`src/design/qfp_defines.vh`:
```
// Summary of operation
// - input clock divided by four into four non-overlapping phases per cycle.
// - program counter advances once per cycle in phase one, starting each fetch.
// - next instruction fetched and captured in phase four, executed next cycle.
// - execute cycle latches instruction in phase one, decodes and executes phases two-four.
// - data operand read in phase two, destination written in phase four.
// - fetch overlaps execution, so plain instructions complete in one cycle.
// - relative branch discards the fetched word and costs two cycles; jump and call keep it as their tail.
// - program memory byte addressed; instructions two or four bytes, low byte even.
// - program counter steps by two and its lowest bit always reads zero.
// - absolute call and jump load the word target into counter bits 20:1.
// - relative branch offset counts single-word instructions.
// - four two-word instructions; second word carries 1111 and 12 literal bits.
// - second word executed right after its first word supplies its literal data.
// - a 1111 word executed on its own acts as a no-operation.
// - table read uses table pointer as byte address, one byte per transfer.
`ifndef QFP_DEFINES_VH
`define QFP_DEFINES_VH

// ==========================================================================
// phases
`define QFP_PHASES 4
`define QFP_Q1 4'h1
`define QFP_Q2 4'h2
`define QFP_Q3 4'h4
`define QFP_Q4 4'h8

// ==========================================================================
// program counter and reset state
`define QFP_PC_W 21
`define QFP_PC_STEP 21'h000002
`define QFP_RESET_VECTOR 21'h000000
`define QFP_TPTR_RESET 21'h000000
`define QFP_NOP_WORD 16'h0000

// ==========================================================================
// opcode fields
`define QFP_OP_JUMP 8'hEF
`define QFP_OP_CALL 7'h76
`define QFP_OP_MOVE 4'hC
`define QFP_OP_PTR 8'hEE
`define QFP_OP_BRA 5'h1A
`define QFP_OP_TBLRD 15'h0004
`define QFP_SECOND_TAG 4'hF

`endif

```
`src/design/qfp_pipeline_top_note.v`:
```
`timescale 1ns/10ps
`default_nettype none
`default_nettype wire

```
`src/design/qfp_pipeline.v`:
```
`timescale 1ns/10ps
`default_nettype none
`include "qfp_defines.vh"
module qfp_pipeline #(
    parameter PC_W = `QFP_PC_W
) (
    input wire clk,
    input wire rst_n,
    input wire [15:0] pmem_rdata,
    input wire [7:0] dmem_rdata,
    input wire tptr_load,
    input wire [PC_W-1:0] tptr_value,
    output wire [3:0] phase,
    output reg [PC_W-1:0] pc_r,
    output reg [PC_W-1:0] pmem_addr_r,
    output reg [11:0] dmem_raddr_r,
    output reg dmem_rd_r,
    output reg [11:0] dmem_waddr_r,
    output reg [7:0] dmem_wdata_r,
    output reg dmem_we_r,
    output reg [15:0] instruction_latch_r,
    output reg exec_valid_r,
    output reg exec_other_r,
    output reg [7:0] table_read_latch_r,
    output reg [PC_W-1:0] table_byte_pointer_r,
    output reg ptr_load_r,
    output reg [1:0] ptr_sel_r,
    output reg [11:0] ptr_value_r,
    output reg call_push_r,
    output reg [PC_W-1:0] call_return_r
);

// ==========================================================================
// phase generator
wire [3:0] ph;

qfp_phase_gen u_phase (
    .clk(clk),
    .rst_n(rst_n),
    .phase_r(ph)
);

assign phase = ph;

wire q1 = ph[0];
wire q2 = ph[1];
wire q3 = ph[2];
wire q4 = ph[3];

// ==========================================================================
// pipeline state
reg [15:0] prefetch_r;
reg pre_valid_r;
reg pre_second_r;
reg [PC_W-1:0] pre_pc_r;
reg [PC_W-1:0] fetch_pc_r;
reg exec_second_r;
reg [PC_W-1:0] exec_pc_r;
reg [15:0] word1_r;
reg [7:0] move_data_r;
reg tbl_busy_r;

// ==========================================================================
// decode of the latched word
wire [15:0] il = instruction_latch_r;
wire first_ok = exec_valid_r && !exec_second_r;
wire is_jump = first_ok && (il[15:8] == `QFP_OP_JUMP);
wire is_call = first_ok && (il[15:9] == `QFP_OP_CALL);
wire is_move = first_ok && (il[15:12] == `QFP_OP_MOVE);
wire is_ptr = first_ok && (il[15:8] == `QFP_OP_PTR) && (il[7:6] == 2'b00);
wire is_bra = first_ok && (il[15:11] == `QFP_OP_BRA);
wire is_tbl = first_ok && (il[15:1] == `QFP_OP_TBLRD);
wire is_lone_tail = first_ok && (il[15:12] == `QFP_SECOND_TAG);
wire is_two_word = is_jump || is_call || is_move || is_ptr;
wire is_other = first_ok && !is_two_word && !is_bra && !is_tbl && !is_lone_tail;

// word target from both words, lowest bit zero
wire [PC_W-1:0] abs_target = {pmem_rdata[11:0], il[7:0], 1'b0};

// signed word offset scaled to bytes, relative to the following word
wire [PC_W-1:0] rel_disp = {{(PC_W-12){il[10]}}, il[10:0], 1'b0};
wire [PC_W-1:0] rel_target = exec_pc_r + `QFP_PC_STEP + rel_disp;

wire redirect = is_jump || is_call || is_bra;

// ==========================================================================
// program counter and fetch
always @(posedge clk) begin
    if (!rst_n) begin
        pc_r <= `QFP_RESET_VECTOR;
        fetch_pc_r <= `QFP_RESET_VECTOR;
        pmem_addr_r <= `QFP_RESET_VECTOR;
        prefetch_r <= `QFP_NOP_WORD;
        pre_valid_r <= 1'b0;
        pre_second_r <= 1'b0;
        pre_pc_r <= `QFP_RESET_VECTOR;
    end else begin
        if (q1) begin
            fetch_pc_r <= pc_r;
            pmem_addr_r <= pc_r;
            pc_r <= pc_r + `QFP_PC_STEP;
        end
        if (q2 && is_tbl) begin
            pmem_addr_r <= table_byte_pointer_r;
        end
        if (q3) begin
            // port is shared; hand it back before the fetch is captured
            pmem_addr_r <= fetch_pc_r;
        end
        if (q4) begin
            prefetch_r <= pmem_rdata;
            pre_pc_r <= fetch_pc_r;
            pre_second_r <= is_two_word;
            // two-word redirect keeps its tail slot, a branch discards it
            pre_valid_r <= !is_bra;
            if (is_jump || is_call) begin
                pc_r <= abs_target;
            end else if (is_bra) begin
                pc_r <= rel_target;
            end
        end
    end
end

// ==========================================================================
// execute slot
always @(posedge clk) begin
    if (!rst_n) begin
        instruction_latch_r <= `QFP_NOP_WORD;
        exec_valid_r <= 1'b0;
        exec_second_r <= 1'b0;
        exec_pc_r <= `QFP_RESET_VECTOR;
        word1_r <= `QFP_NOP_WORD;
    end else if (q1) begin
        instruction_latch_r <= prefetch_r;
        exec_valid_r <= pre_valid_r;
        exec_second_r <= pre_second_r;
        exec_pc_r <= pre_pc_r;
        if (first_ok) begin
            word1_r <= il;
        end
    end
end

// ==========================================================================
// data memory strobes
always @(posedge clk) begin
    if (!rst_n) begin
        dmem_raddr_r <= 12'h000;
        dmem_rd_r <= 1'b0;
        dmem_waddr_r <= 12'h000;
        dmem_wdata_r <= 8'h00;
        dmem_we_r <= 1'b0;
        move_data_r <= 8'h00;
    end else begin
        // read strobe covers phase two only
        dmem_rd_r <= q1 && pre_valid_r && !pre_second_r &&
                     (prefetch_r[15:12] == `QFP_OP_MOVE);
        if (q1) begin
            dmem_raddr_r <= prefetch_r[11:0];
        end
        if (q2 && is_move) begin
            move_data_r <= dmem_rdata;
        end
        // write strobe covers phase four of the tail cycle
        dmem_we_r <= q3 && exec_valid_r && exec_second_r &&
                     (word1_r[15:12] == `QFP_OP_MOVE);
        if (q3) begin
            dmem_waddr_r <= il[11:0];
            dmem_wdata_r <= move_data_r;
        end
    end
end

// ==========================================================================
// table read, pointer load, call and generic execute strobes
always @(posedge clk) begin
    if (!rst_n) begin
        table_read_latch_r <= 8'h00;
        table_byte_pointer_r <= `QFP_TPTR_RESET;
        tbl_busy_r <= 1'b0;
        ptr_load_r <= 1'b0;
        ptr_sel_r <= 2'b00;
        ptr_value_r <= 12'h000;
        call_push_r <= 1'b0;
        call_return_r <= `QFP_RESET_VECTOR;
        exec_other_r <= 1'b0;
    end else begin
        tbl_busy_r <= q2 && is_tbl;
        if (tbl_busy_r) begin
            // low byte at the even address
            table_read_latch_r <= table_byte_pointer_r[0] ?
                                  pmem_rdata[15:8] : pmem_rdata[7:0];
            if (il[0]) begin
                table_byte_pointer_r <= table_byte_pointer_r + 21'h000001;
            end
        end else if (tptr_load) begin
            // a load landing on a transfer loses; the pointer steps or holds as the transfer's low bit says
            table_byte_pointer_r <= tptr_value;
        end
        // tail word supplies the low eight literal bits, a lone tail does nothing
        ptr_load_r <= q4 && exec_valid_r && exec_second_r &&
                      (word1_r[15:8] == `QFP_OP_PTR);
        if (q4) begin
            ptr_sel_r <= word1_r[5:4];
            ptr_value_r <= {word1_r[3:0], il[7:0]};
        end
        call_push_r <= q4 && is_call;
        if (q4 && is_call) begin
            call_return_r <= exec_pc_r + `QFP_PC_STEP + `QFP_PC_STEP;
        end
        exec_other_r <= q1 && pre_valid_r && !pre_second_r &&
                        (prefetch_r[15:12] != `QFP_SECOND_TAG) &&
                        (prefetch_r[15:12] != `QFP_OP_MOVE);
    end
end

endmodule // qfp_pipeline

`default_nettype wire

```
`src/design/qfp_phase_gen.v`:
```
`timescale 1ns/10ps
`default_nettype none

module qfp_phase_gen (
    input wire clk,
    input wire rst_n,
    output reg [3:0] phase_r
);

`include "qfp_defines.vh"

// ==========================================================================
// one-hot rotation, one phase per input clock
always @(posedge clk) begin
    if (!rst_n) begin
        phase_r <= `QFP_Q1;
    end else begin
        phase_r <= {phase_r[2:0], phase_r[3]};
    end
end

endmodule // qfp_phase_gen

`default_nettype wire

```
`config.mk`:
```
export PLATFORM = sky130hd
export DESIGN_NAME = qfp_pipeline
export DESIGN_NICKNAME = d
export VERILOG_FILES = /design/src/design/qfp_pipeline_top_note.v /design/src/design/qfp_pipeline.v /design/src/design/qfp_phase_gen.v
export VERILOG_INCLUDE_DIRS = /design/src /design/src/design
export SDC_FILE = /design/constraint.sdc
export NUM_CORES = 1
export LEC_CHECK = 0
export BUFFER_PORTS_ARGS = -buffer_cell sky130_fd_sc_hd__buf_2
export CORE_MARGIN = 5
export CORE_UTILIZATION = 55
export CTS_CLUSTER_DIAMETER = 100
export DETAILED_ROUTE_END_ITERATION = 6
export PLACE_DENSITY = 0.78
export SYNTH_ARGS = -nofsm -noshare
export SYNTH_HDL_FRONTEND = slang
export SYNTH_HIERARCHICAL = 1
export SYNTH_SLANG_ARGS = --single-unit
```
`constraint.sdc`:
```
create_clock -name clk -period 4.5 [get_ports clk]
set_clock_uncertainty 0.15 [all_clocks]
set_input_delay 0.225 -clock clk [delete_from_list [all_inputs] [get_ports clk]]
set_output_delay 0.225 -clock clk [all_outputs]
set_load 0.005 [all_outputs]
```
# Word level (Yosys, flattened, before mapping)
# Index checks and enable logic that the tools add are counted.
[word_totals] ff_bits=271 inputBits=48 out_inout_bits=164 wordCells=89
[classes] n_addsub=5 n_eq_ne=12 n_mux=11 reduce_logical=33
[ops] op="2-to-1 mux 21 bit" count=10
[ops] op="adder 21 x 2 -> 21 bit (second input constant)" count=3
[ops] op="equality test 8 bit (second input constant)" count=3
[ops] op="logical AND 1 bit" count=22
[ops] op="adder 21 x 1 -> 21 bit (second input constant)" count=1
[ops] op="adder 21 bit" count=1
[ops] op="equality test 15 x 3 -> 1 bit (second input constant)" count=1
[ops] op="equality test 4 bit (second input constant)" count=3
[ops] op="2-to-1 mux 8 bit" count=1
[ops] op="inequality test 4 bit (second input constant)" count=2
[ops] op="equality test 7 bit (second input constant)" count=1
[ops] op="equality test 5 bit (second input constant)" count=1
[ops] op="AND reduction 2 bit" count=2
[ops] op="zero test 1 bit" count=3
[ops] op="logical OR 1 bit" count=3
[ops] op="nonzero test 3 bit" count=1
[ops] op="zero test 2 bit" count=1
[ops] op="inequality test 2 bit (second input constant)" count=1
[ops] op="nonzero test 2 bit" count=1

# Logic depth before layout (Yosys ltp)
# Gate-level depths: netlist of run 1.
[logic_depth] depth_word=6 depth_mapped=15 depth_no_buf=14

# Modules after synthesis
# The synthesis of run 1 kept the hierarchy.
[modules_own_cells] mod="qfp_pipeline" n_inst=1 cells_each=1424 area_each_um2=12821.0 seq_area_each_um2=5064.9
[modules_own_cells] mod="qfp_phase_gen" n_inst=1 cells_each=8 area_each_um2=105.1 seq_area_each_um2=80.1

# Least setup slack after synthesis of run 1
# No wires, ideal clock.
[synth_timing] path_type="register to register" from="reg exec_pc_r[2]" to="reg pc_r[18]" setup_ps=95 arrival_ps=3356 t_required_ps=4255 setup_slack_ps=899 path_stages_with_launch=16 path_buffers=1 synth_period_minus_slack_ps=3601 cell_sequence="dfxtp_1 -> ha_1 -> buf_2 -> nand4_1 -> nor2_1 -> xnor2_1 -> inv_1 -> ha_1 -> a21o_1 -> a2111oi_4 -> nor3_4 -> a2111oi_4 -> o31ai_4 -> nand4_1 -> o21ai_1 -> a221oi_1"
[synth_between] elab_chain_cells=5
[synth_rtl] element="start, declared" line="qfp_pipeline.v:58" text="reg [PC_W-1:0] exec_pc_r;"
[synth_rtl] element="start signal, assigned" line="qfp_pipeline.v:132" text="exec_pc_r <= `QFP_RESET_VECTOR;"
[synth_rtl] element="start signal, assigned" line="qfp_pipeline.v:138" text="exec_pc_r <= pre_pc_r;"
[synth_rtl] element="adder 21 x 2 -> 21 bit (no source line)"
[synth_rtl] element="adder 21 bit" line="qfp_pipeline.v:82" text="wire [PC_W-1:0] rel_target = exec_pc_r + `QFP_PC_STEP + rel_disp;"
[synth_rtl] element="2-to-1 mux 21 bit" line="qfp_pipeline.v:118" text="end else if (is_bra) begin"
[synth_rtl] element="2-to-1 mux 21 bit" line="qfp_pipeline.v:116" text="if (is_jump || is_call) begin"
[synth_rtl] element="2-to-1 mux 21 bit" line="qfp_pipeline.v:110" text="if (q4) begin"
[synth_rtl] element="end signal, assigned" line="qfp_pipeline.v:90" text="pc_r <= `QFP_RESET_VECTOR;"
[synth_rtl] element="end signal, assigned" line="qfp_pipeline.v:117" text="pc_r <= abs_target;"
[synth_rtl] element="end signal, assigned" line="qfp_pipeline.v:119" text="pc_r <= rel_target;"
[synth_rtl] element="end, declared" line="qfp_pipeline.v:14" text="output reg [PC_W-1:0] pc_r,"
# No other way between the ends.
# A chain may end at the register's enable or synchronous reset.

# Worst setup path after layout of run 1
[layout_timing] from="reg exec_pc_r[1]" to="reg pc_r[20]"
# The elaborated chain is that of the path after synthesis.

==> reports/qor.txt, run 1 <==
PortBufs: 211
Slew HR: 29.52%
power density over the cells: 321.1 nW/um^2
max_cap viols: 0
post-CTS setup buffers: 0
Post-synth EDFFs: 0
Overall Global Routing Usage: 27.18%
reg-to-reg slack, setup: 0.30 ns
starting density of the core: 55.40%
Syn Nets: 1508
RR Startpoint: exec_pc_r[1]
sequential cell area: 5154 um^2
Final setup viols: 0
Leakage: 0.006478 uW
synthesized flop and latch total: 257
outcome: finished clean
routed len/inst: 18.84 um
CP max-delay cell: dfxtp_1
placement row count: 56
Power Total: 4972 uW
Root Buffer Master: clkbuf_16
largest net degree at the start of global routing: 142
Synth async-reset ratio: 0%
core area: 23330 um^2
post-synthesis simple-gate area fraction: 22.63%
R2R depth: 14
Overflow after GRT: 0
DRT Pass-1 Iters: 5
DRC viols: 0
xor/xnor share of the synthesized area: 5.188%
chip width: 163.3 um
critical path launch point type: register
# fillers: 1875
post-synth design cell area: 12930 um^2
post-CTS sizing: 0
crit-path max cell delay: 0.54 ns
clk buf depth: 3
H-tree level count: 1
Vias: 11.14k
Placer Congestion: 0.9436
Post-CTS Hold Fix Bufs: 45
Worst Path Required: 4.83 ns
Fmax: 237.9 MHz
most frequent cell after synthesis: dfxtp_1
Routed Antenna Nets: 0
TritonCTS clock tree: yes
footprint of the multi-input gates: 7263 um^2
RSZ-0062 raised after global routing: no
min-delay src: tptr_load
main combinational cell family by area after synthesis: simple AND/OR/NAND/NOR gates
Synth Area in Compound Gates: 14.27%
I/O pins: 212
Post-Route WL: 37110 um
clk sink count: 257
DR iter-0 viols: 866
crit path time final: 4.203 ns
sequential-to-total area share from yosys stat: 39.80%
Synth cell types: 73
worst-path fanout max: 11
final worst-path cycle share: 93.40%
Post-Syn Area per Cell: 9.027 um^2
mux contribution to synthesized area: 11.19%
crit path cell chain: ha_1 > nand4_1 > nor2_1 > xnor2_1 > inv_1 > ha_1 > and2_2 > a2111oi_4 > nor3_4 > a2111oi_4 > o31ai_4 > a31oi_1 > or4b_1 > nand3_1
Hold Path Sink: table_byte_pointer_r[2]
vias in the first global route: 10.85k
most used flip-flop cell after synthesis: dfxtp_1
Ys Warns: 6
Fin. Hold Viols: 0
cells after synthesis: 1432
Skew-Pair Late Insertion Delay: 0.55 ns
Die Height: 163.3 um
Min Hold Slack: 0.1144 ns
total negative setup slack: 0 ns
vias per cell: 5.652
Post-synth top cells: dfxtp_1, mux2i_1, nand2_1
Synth area leader: dfxtp_1
Synth Area in Adders: 2.768%
share of post-route cells with drive strength above 1: 18.59%
Final nets: 1705
Worst setup EP type: register
biggest area contributors in the synthesized netlist: dfxtp_1, mux2i_1, nor2b_1, nand2_1, xnor2_1
worst path arrival time: 4.53 ns
Pins Over Slew Limit: 0
Slew @ Worst Pin: 1.057 ns
initial antenna violation count: 1
Hold Path Class: primary input to register
first-pass GRT wire length: 58720 um
ANT cells: 0
Critical R2R Capture: pc_r[20]
maximum VDD drop: 0.0002916 V
Die ar.: 26670 um^2
CP Class: register to register
share of Yosys cell area claimed by the top area cell type: 39.80%
Area Overhead vs Synth: 19.77%
Hold Path Stages: 5
hpwl dp: 25960 um
CTS Buf Count: 28
CTS clk-pin slew, worst paths: 0.06 ns
==> layout make-up <==
cell class              count  area share [%]
clock buffers              42           5.447
clock inverters            10          0.7597
inverters                  21          0.5092
multi-input cells        1050           46.92
flip-flops and latches    257           33.29
well taps                 319           2.578
repair buffers            271           10.50
==> cell families after synthesis <==
| kind of cell | Yosys count |
|---|---|
| adder cells (fa/ha/maj) | 28 |
| XOR/XNOR | 74 |
| buffers and inverters | 125 |
| multiplexers | 144 |
| AO/OA/AOI/OAI | 272 |
| flip-flops | 257 |
| AND/OR/NAND/NOR | 532 |
==> sequential cells by signal (all words and copies together), names as in the netlist, 2 cells and up <==
| signal | cells |
|---|---|
| call_return_r | 21 |
| dmem_waddr_r | 12 |
| dmem_wdata_r | 8 |
| exec_pc_r | 21 |
| fetch_pc_r | 21 |
| instruction_latch_r | 16 |
| move_data_r | 8 |
| pc_r | 21 |
| pmem_addr_r | 21 |
| pre_pc_r | 21 |
| prefetch_r | 16 |
| ptr_sel_r | 2 |
| ptr_value_r | 12 |
| table_byte_pointer_r | 21 |
| table_read_latch_r | 8 |
| u_phase/phase_r | 4 |
| word1_r | 14 |
==> cell usage in the layout (no fill, tap or decap), drive strengths merged, types with 45 or more instances in the layout <==
cell type / count
a21oi: 59
and2: 46
buf: 226
dfxtp: 257
dlygate4sd3: 45
mux2i: 140
nand2: 133
nor2: 75
nor2b: 129
o21ai: 69
==> routing by layer <==
metal,global-route usage (%),vias to the layer above,wire length [um]
met5,0,-,0
met4,9.874,0,1460
met3,5.148,102,2467
met2,46.30,381,17880
met1,34.43,5278,15300
li1,-,5374,-
==> where the power goes <==
group          switching, uW  internal (uW)
sequential              41.7           2300
clock                    929           1410
combinational            152            141
==> critical path, delay by kind of cell, from the launching register on <==
kind                     cells  cell delay, ns
AO/OA/AOI/OAI                4            0.67
flip-flops                   1            0.54
AND/OR/NAND/NOR              6            1.52
XOR/XNOR                     1            0.31
buffers and inverters        1            0.11
adder cells (fa/ha/maj)      2            0.82
==> how the worst max path moves through the flow <==
stage                  from        to  slack (ns)  cells after the start
6_report       exec_pc_r[1]  pc_r[20]        0.30                     14
5_1_grt        exec_pc_r[1]  pc_r[18]        0.03                     14
2_1_floorplan  exec_pc_r[2]  pc_r[18]        0.90                     15
4_1_cts        exec_pc_r[1]  pc_r[18]        0.34                     14
3_5_place_dp   exec_pc_r[1]  pc_r[20]        0.39                     14
3_3_place_gp   exec_pc_r[1]  pc_r[20]        0.49                     14
==> per-stage QoR <==
step,setup WS [ns],utilization (%),instances,cell area (um^2)
6_report,0.2969,66.35,1970,15480
5_1_grt,0.03414,66.35,1970,15480
4_1_cts,0.3446,66.35,1970,15480
3_5_place_dp,0.3928,60.30,1873,14070
3_3_place_gp,0.4888,60.30,1873,14070
2_1_floorplan,0.8989,-,1432,12930
Note: power is estimated with default switching activity, not from simulation.
==> inputs of run 2 (changes only) <==
RECOVER_POWER = 50   (was not set)
==> reports/qor.txt, run 2 (synthesis results as in run 1) <==
Fin. Hold Viols: 0 (unchanged)
outcome: finished with violations
crit path cell chain: ha_1 > nand4_1 > nor2_1 > xnor2_1 > inv_1 > ha_1 > and2_2 > a2111oi_4 > nor3_4 > a2111oi_4 > o31ai_4 > a31oi_1 > or4b_1 > nand3_1
CP Class: register to register
Overflow after GRT: 0 (unchanged)
met2 WL post-DR: 18020 um (+0.77%)
Vias: 11.15k (+0.099%)
DRT Pass-1 Iters: 4 (-1)
min-delay src: tptr_load
Area Overhead vs Synth: 18.73%
failing checks: max-capacitance violations, max-slew violations
Place WS: 0.3928 ns (unchanged)
Slew @ Worst Pin: 2.315 ns (+1.258 ns)
TritonCTS clock tree: yes
DRC viols: 0 (unchanged)
first-pass GRT wire length: 58720 um (unchanged)
fin worst setup slack: 0.2987 ns (+0.001735 ns)
placement row count: 56 (unchanged)
highest routed metal layer: met4
met3 wire len: 2347 um (-4.9%)
max_cap viols: 4 (+4)
Die Height: 163.3 um (unchanged)
CTS clk-pin slew, worst paths: 0.06 ns (about the same)
Routed Antenna Nets: 0 (unchanged)
final worst-path cycle share: 93.36% (about the same)
initial antenna violation count: 1 (unchanged)
Placer Congestion: 0.9436 (unchanged)
R2R depth: 14 (unchanged)
vias per cell: 5.658 (about the same)
hpwl dp: 25960 um (unchanged)
Fmax: 238.0 MHz (about the same)
largest net degree at the start of global routing: 142 (unchanged)
I/O pins: 212 (unchanged)
crit path time final: 4.201 ns (-0.001735 ns)
total negative setup slack: 0 ns (unchanged)
worst-path fanout max: 11 (unchanged)
Post-Route WL: 37030 um (-0.21%)
RSZ-0062 raised after global routing: no
Slew HR: -54.36% (-84 points)
PortBufs: 211 (unchanged)
Overall Global Routing Usage: 27.18% (unchanged)
RR Startpoint: exec_pc_r[1]
CTS Buf Count: 28 (unchanged)
Worst setup EP type: register
Critical R2R Capture: pc_r[20]
clk buf depth: 3 (unchanged)
Leakage: 0.006068 uW (-6.3%)
cell total after placement: 1873 (unchanged)
Root Buffer Master: clkbuf_16
Placed Area: 14070 um^2 (unchanged)
power density over the cells: 324.3 nW/um^2 (+0.97%)
core area: 23330 um^2 (unchanged)
critical path launch point type: register
clk sink count: 257 (unchanged)
Hold Path Sink: table_byte_pointer_r[2]
Die ar.: 26670 um^2 (unchanged)
finished layout cell area: 15350 um^2 (-0.86%)
starting density of the core: 55.40% (unchanged)
H-tree level count: 1 (unchanged)
chip width: 163.3 um (unchanged)
Power Total: 4976 uW (about the same)
commonest non-fill, non-tap cells in the layout: dfxtp_1, mux2i_1, nand2_1, nor2b_1, buf_2
reg-to-reg slack, setup: 0.30 ns (about the same)
vias in the first global route: 10.85k (unchanged)
ANT cells: 0 (unchanged)
Final setup viols: 0 (unchanged)
CP max-delay cell: dfxtp_1
DR iter-0 viols: 824 (-4.8%)
Worst Path Required: 4.82 ns (about the same)
met1 wire length: 15270 um (-0.19%)
commonest non-fill, non-tap cell in the layout: dfxtp_1
worst path arrival time: 4.52 ns (about the same)
crit-path max cell delay: 0.54 ns (about the same)
Pins Over Slew Limit: 297 (+297)
share of post-route cells with drive strength above 1: 12.78% (-5.8 points)
Skew-Pair Late Insertion Delay: 0.55 ns (about the same)
Hold Path Class: primary input to register
maximum VDD drop: 0.0002897 V (-0.66%)
Final nets: 1705 (unchanged)
Non-Filler Instances: 1970 (unchanged)
routed len/inst: 18.80 um (-0.21%)
# fillers: 1939 (+3.4%)
Hold Path Stages: 5 (unchanged)
[run 2: through the flow]
stage / utilization (%) / hold WS, ns
2_1_floorplan: - / 0.1482
3_3_place_gp: 60.30 / 0.2752
3_5_place_dp: 60.30 / 0.2828
4_1_cts: 66.35 / 0.08196
5_1_grt: 65.78 / 0.1195
6_report: 65.78 / 0.1062
[run 2: power by group]
part | total, uW | switching (uW) | internal (uW)
sequential | 2340 | 41.9 | 2300
combinational | 293 | 152 | 141
clock | 2340 | 933 | 1410
[run 2: worst max path at each step]
stage	start	endpoint	slack [ns]	depth (start not counted)
6_report	exec_pc_r[1]	pc_r[20]	0.30	14
5_1_grt	exec_pc_r[1]	pc_r[18]	0.03	14
2_1_floorplan	exec_pc_r[2]	pc_r[18]	0.90	15
4_1_cts	exec_pc_r[1]	pc_r[18]	0.34	14
3_5_place_dp	exec_pc_r[1]	pc_r[20]	0.39	14
3_3_place_gp	exec_pc_r[1]	pc_r[20]	0.49	14
[run 2: area by class of cell]
class | count | area, um^2 | share of cell area, %
multi-input combinational | 1050 | 7263 | 47.33
sequential | 257 | 5150 | 33.56
timing repair buffer | 271 | 1495 | 9.742
clock buffer | 42 | 843.3 | 5.495
tap | 319 | 399.1 | 2.601
clock inverter | 10 | 117.6 | 0.7663
inverter | 21 | 78.83 | 0.5136
[run 2: per-layer routing]
metal / vias to the layer above / GRT usage, %
li1: 5368 / -
met1: 5315 / 34.43
met2: 368 / 46.30
met3: 95 / 5.148
met4: 0 / 9.874
met5: - / 0
[run 2: critical path: cells and delay by family (launching register included)]
kind                       cells  cell delay (ns)
buffers and inverters          1             0.11
AOI/OAI and AO/OA              4             0.66
xor gates and xnor gates       1             0.31
and+or+nand+nor                6             1.52
adders and majority gates      2             0.82
DFF                            1             0.54
[run 2: what timing repair did]
item,in CTS,in global routing
hold endpoints to repair,52,0
resized for setup,0,0
setup endpoints to repair,0,0
setup buffers,0,0
hold buffers,45,0
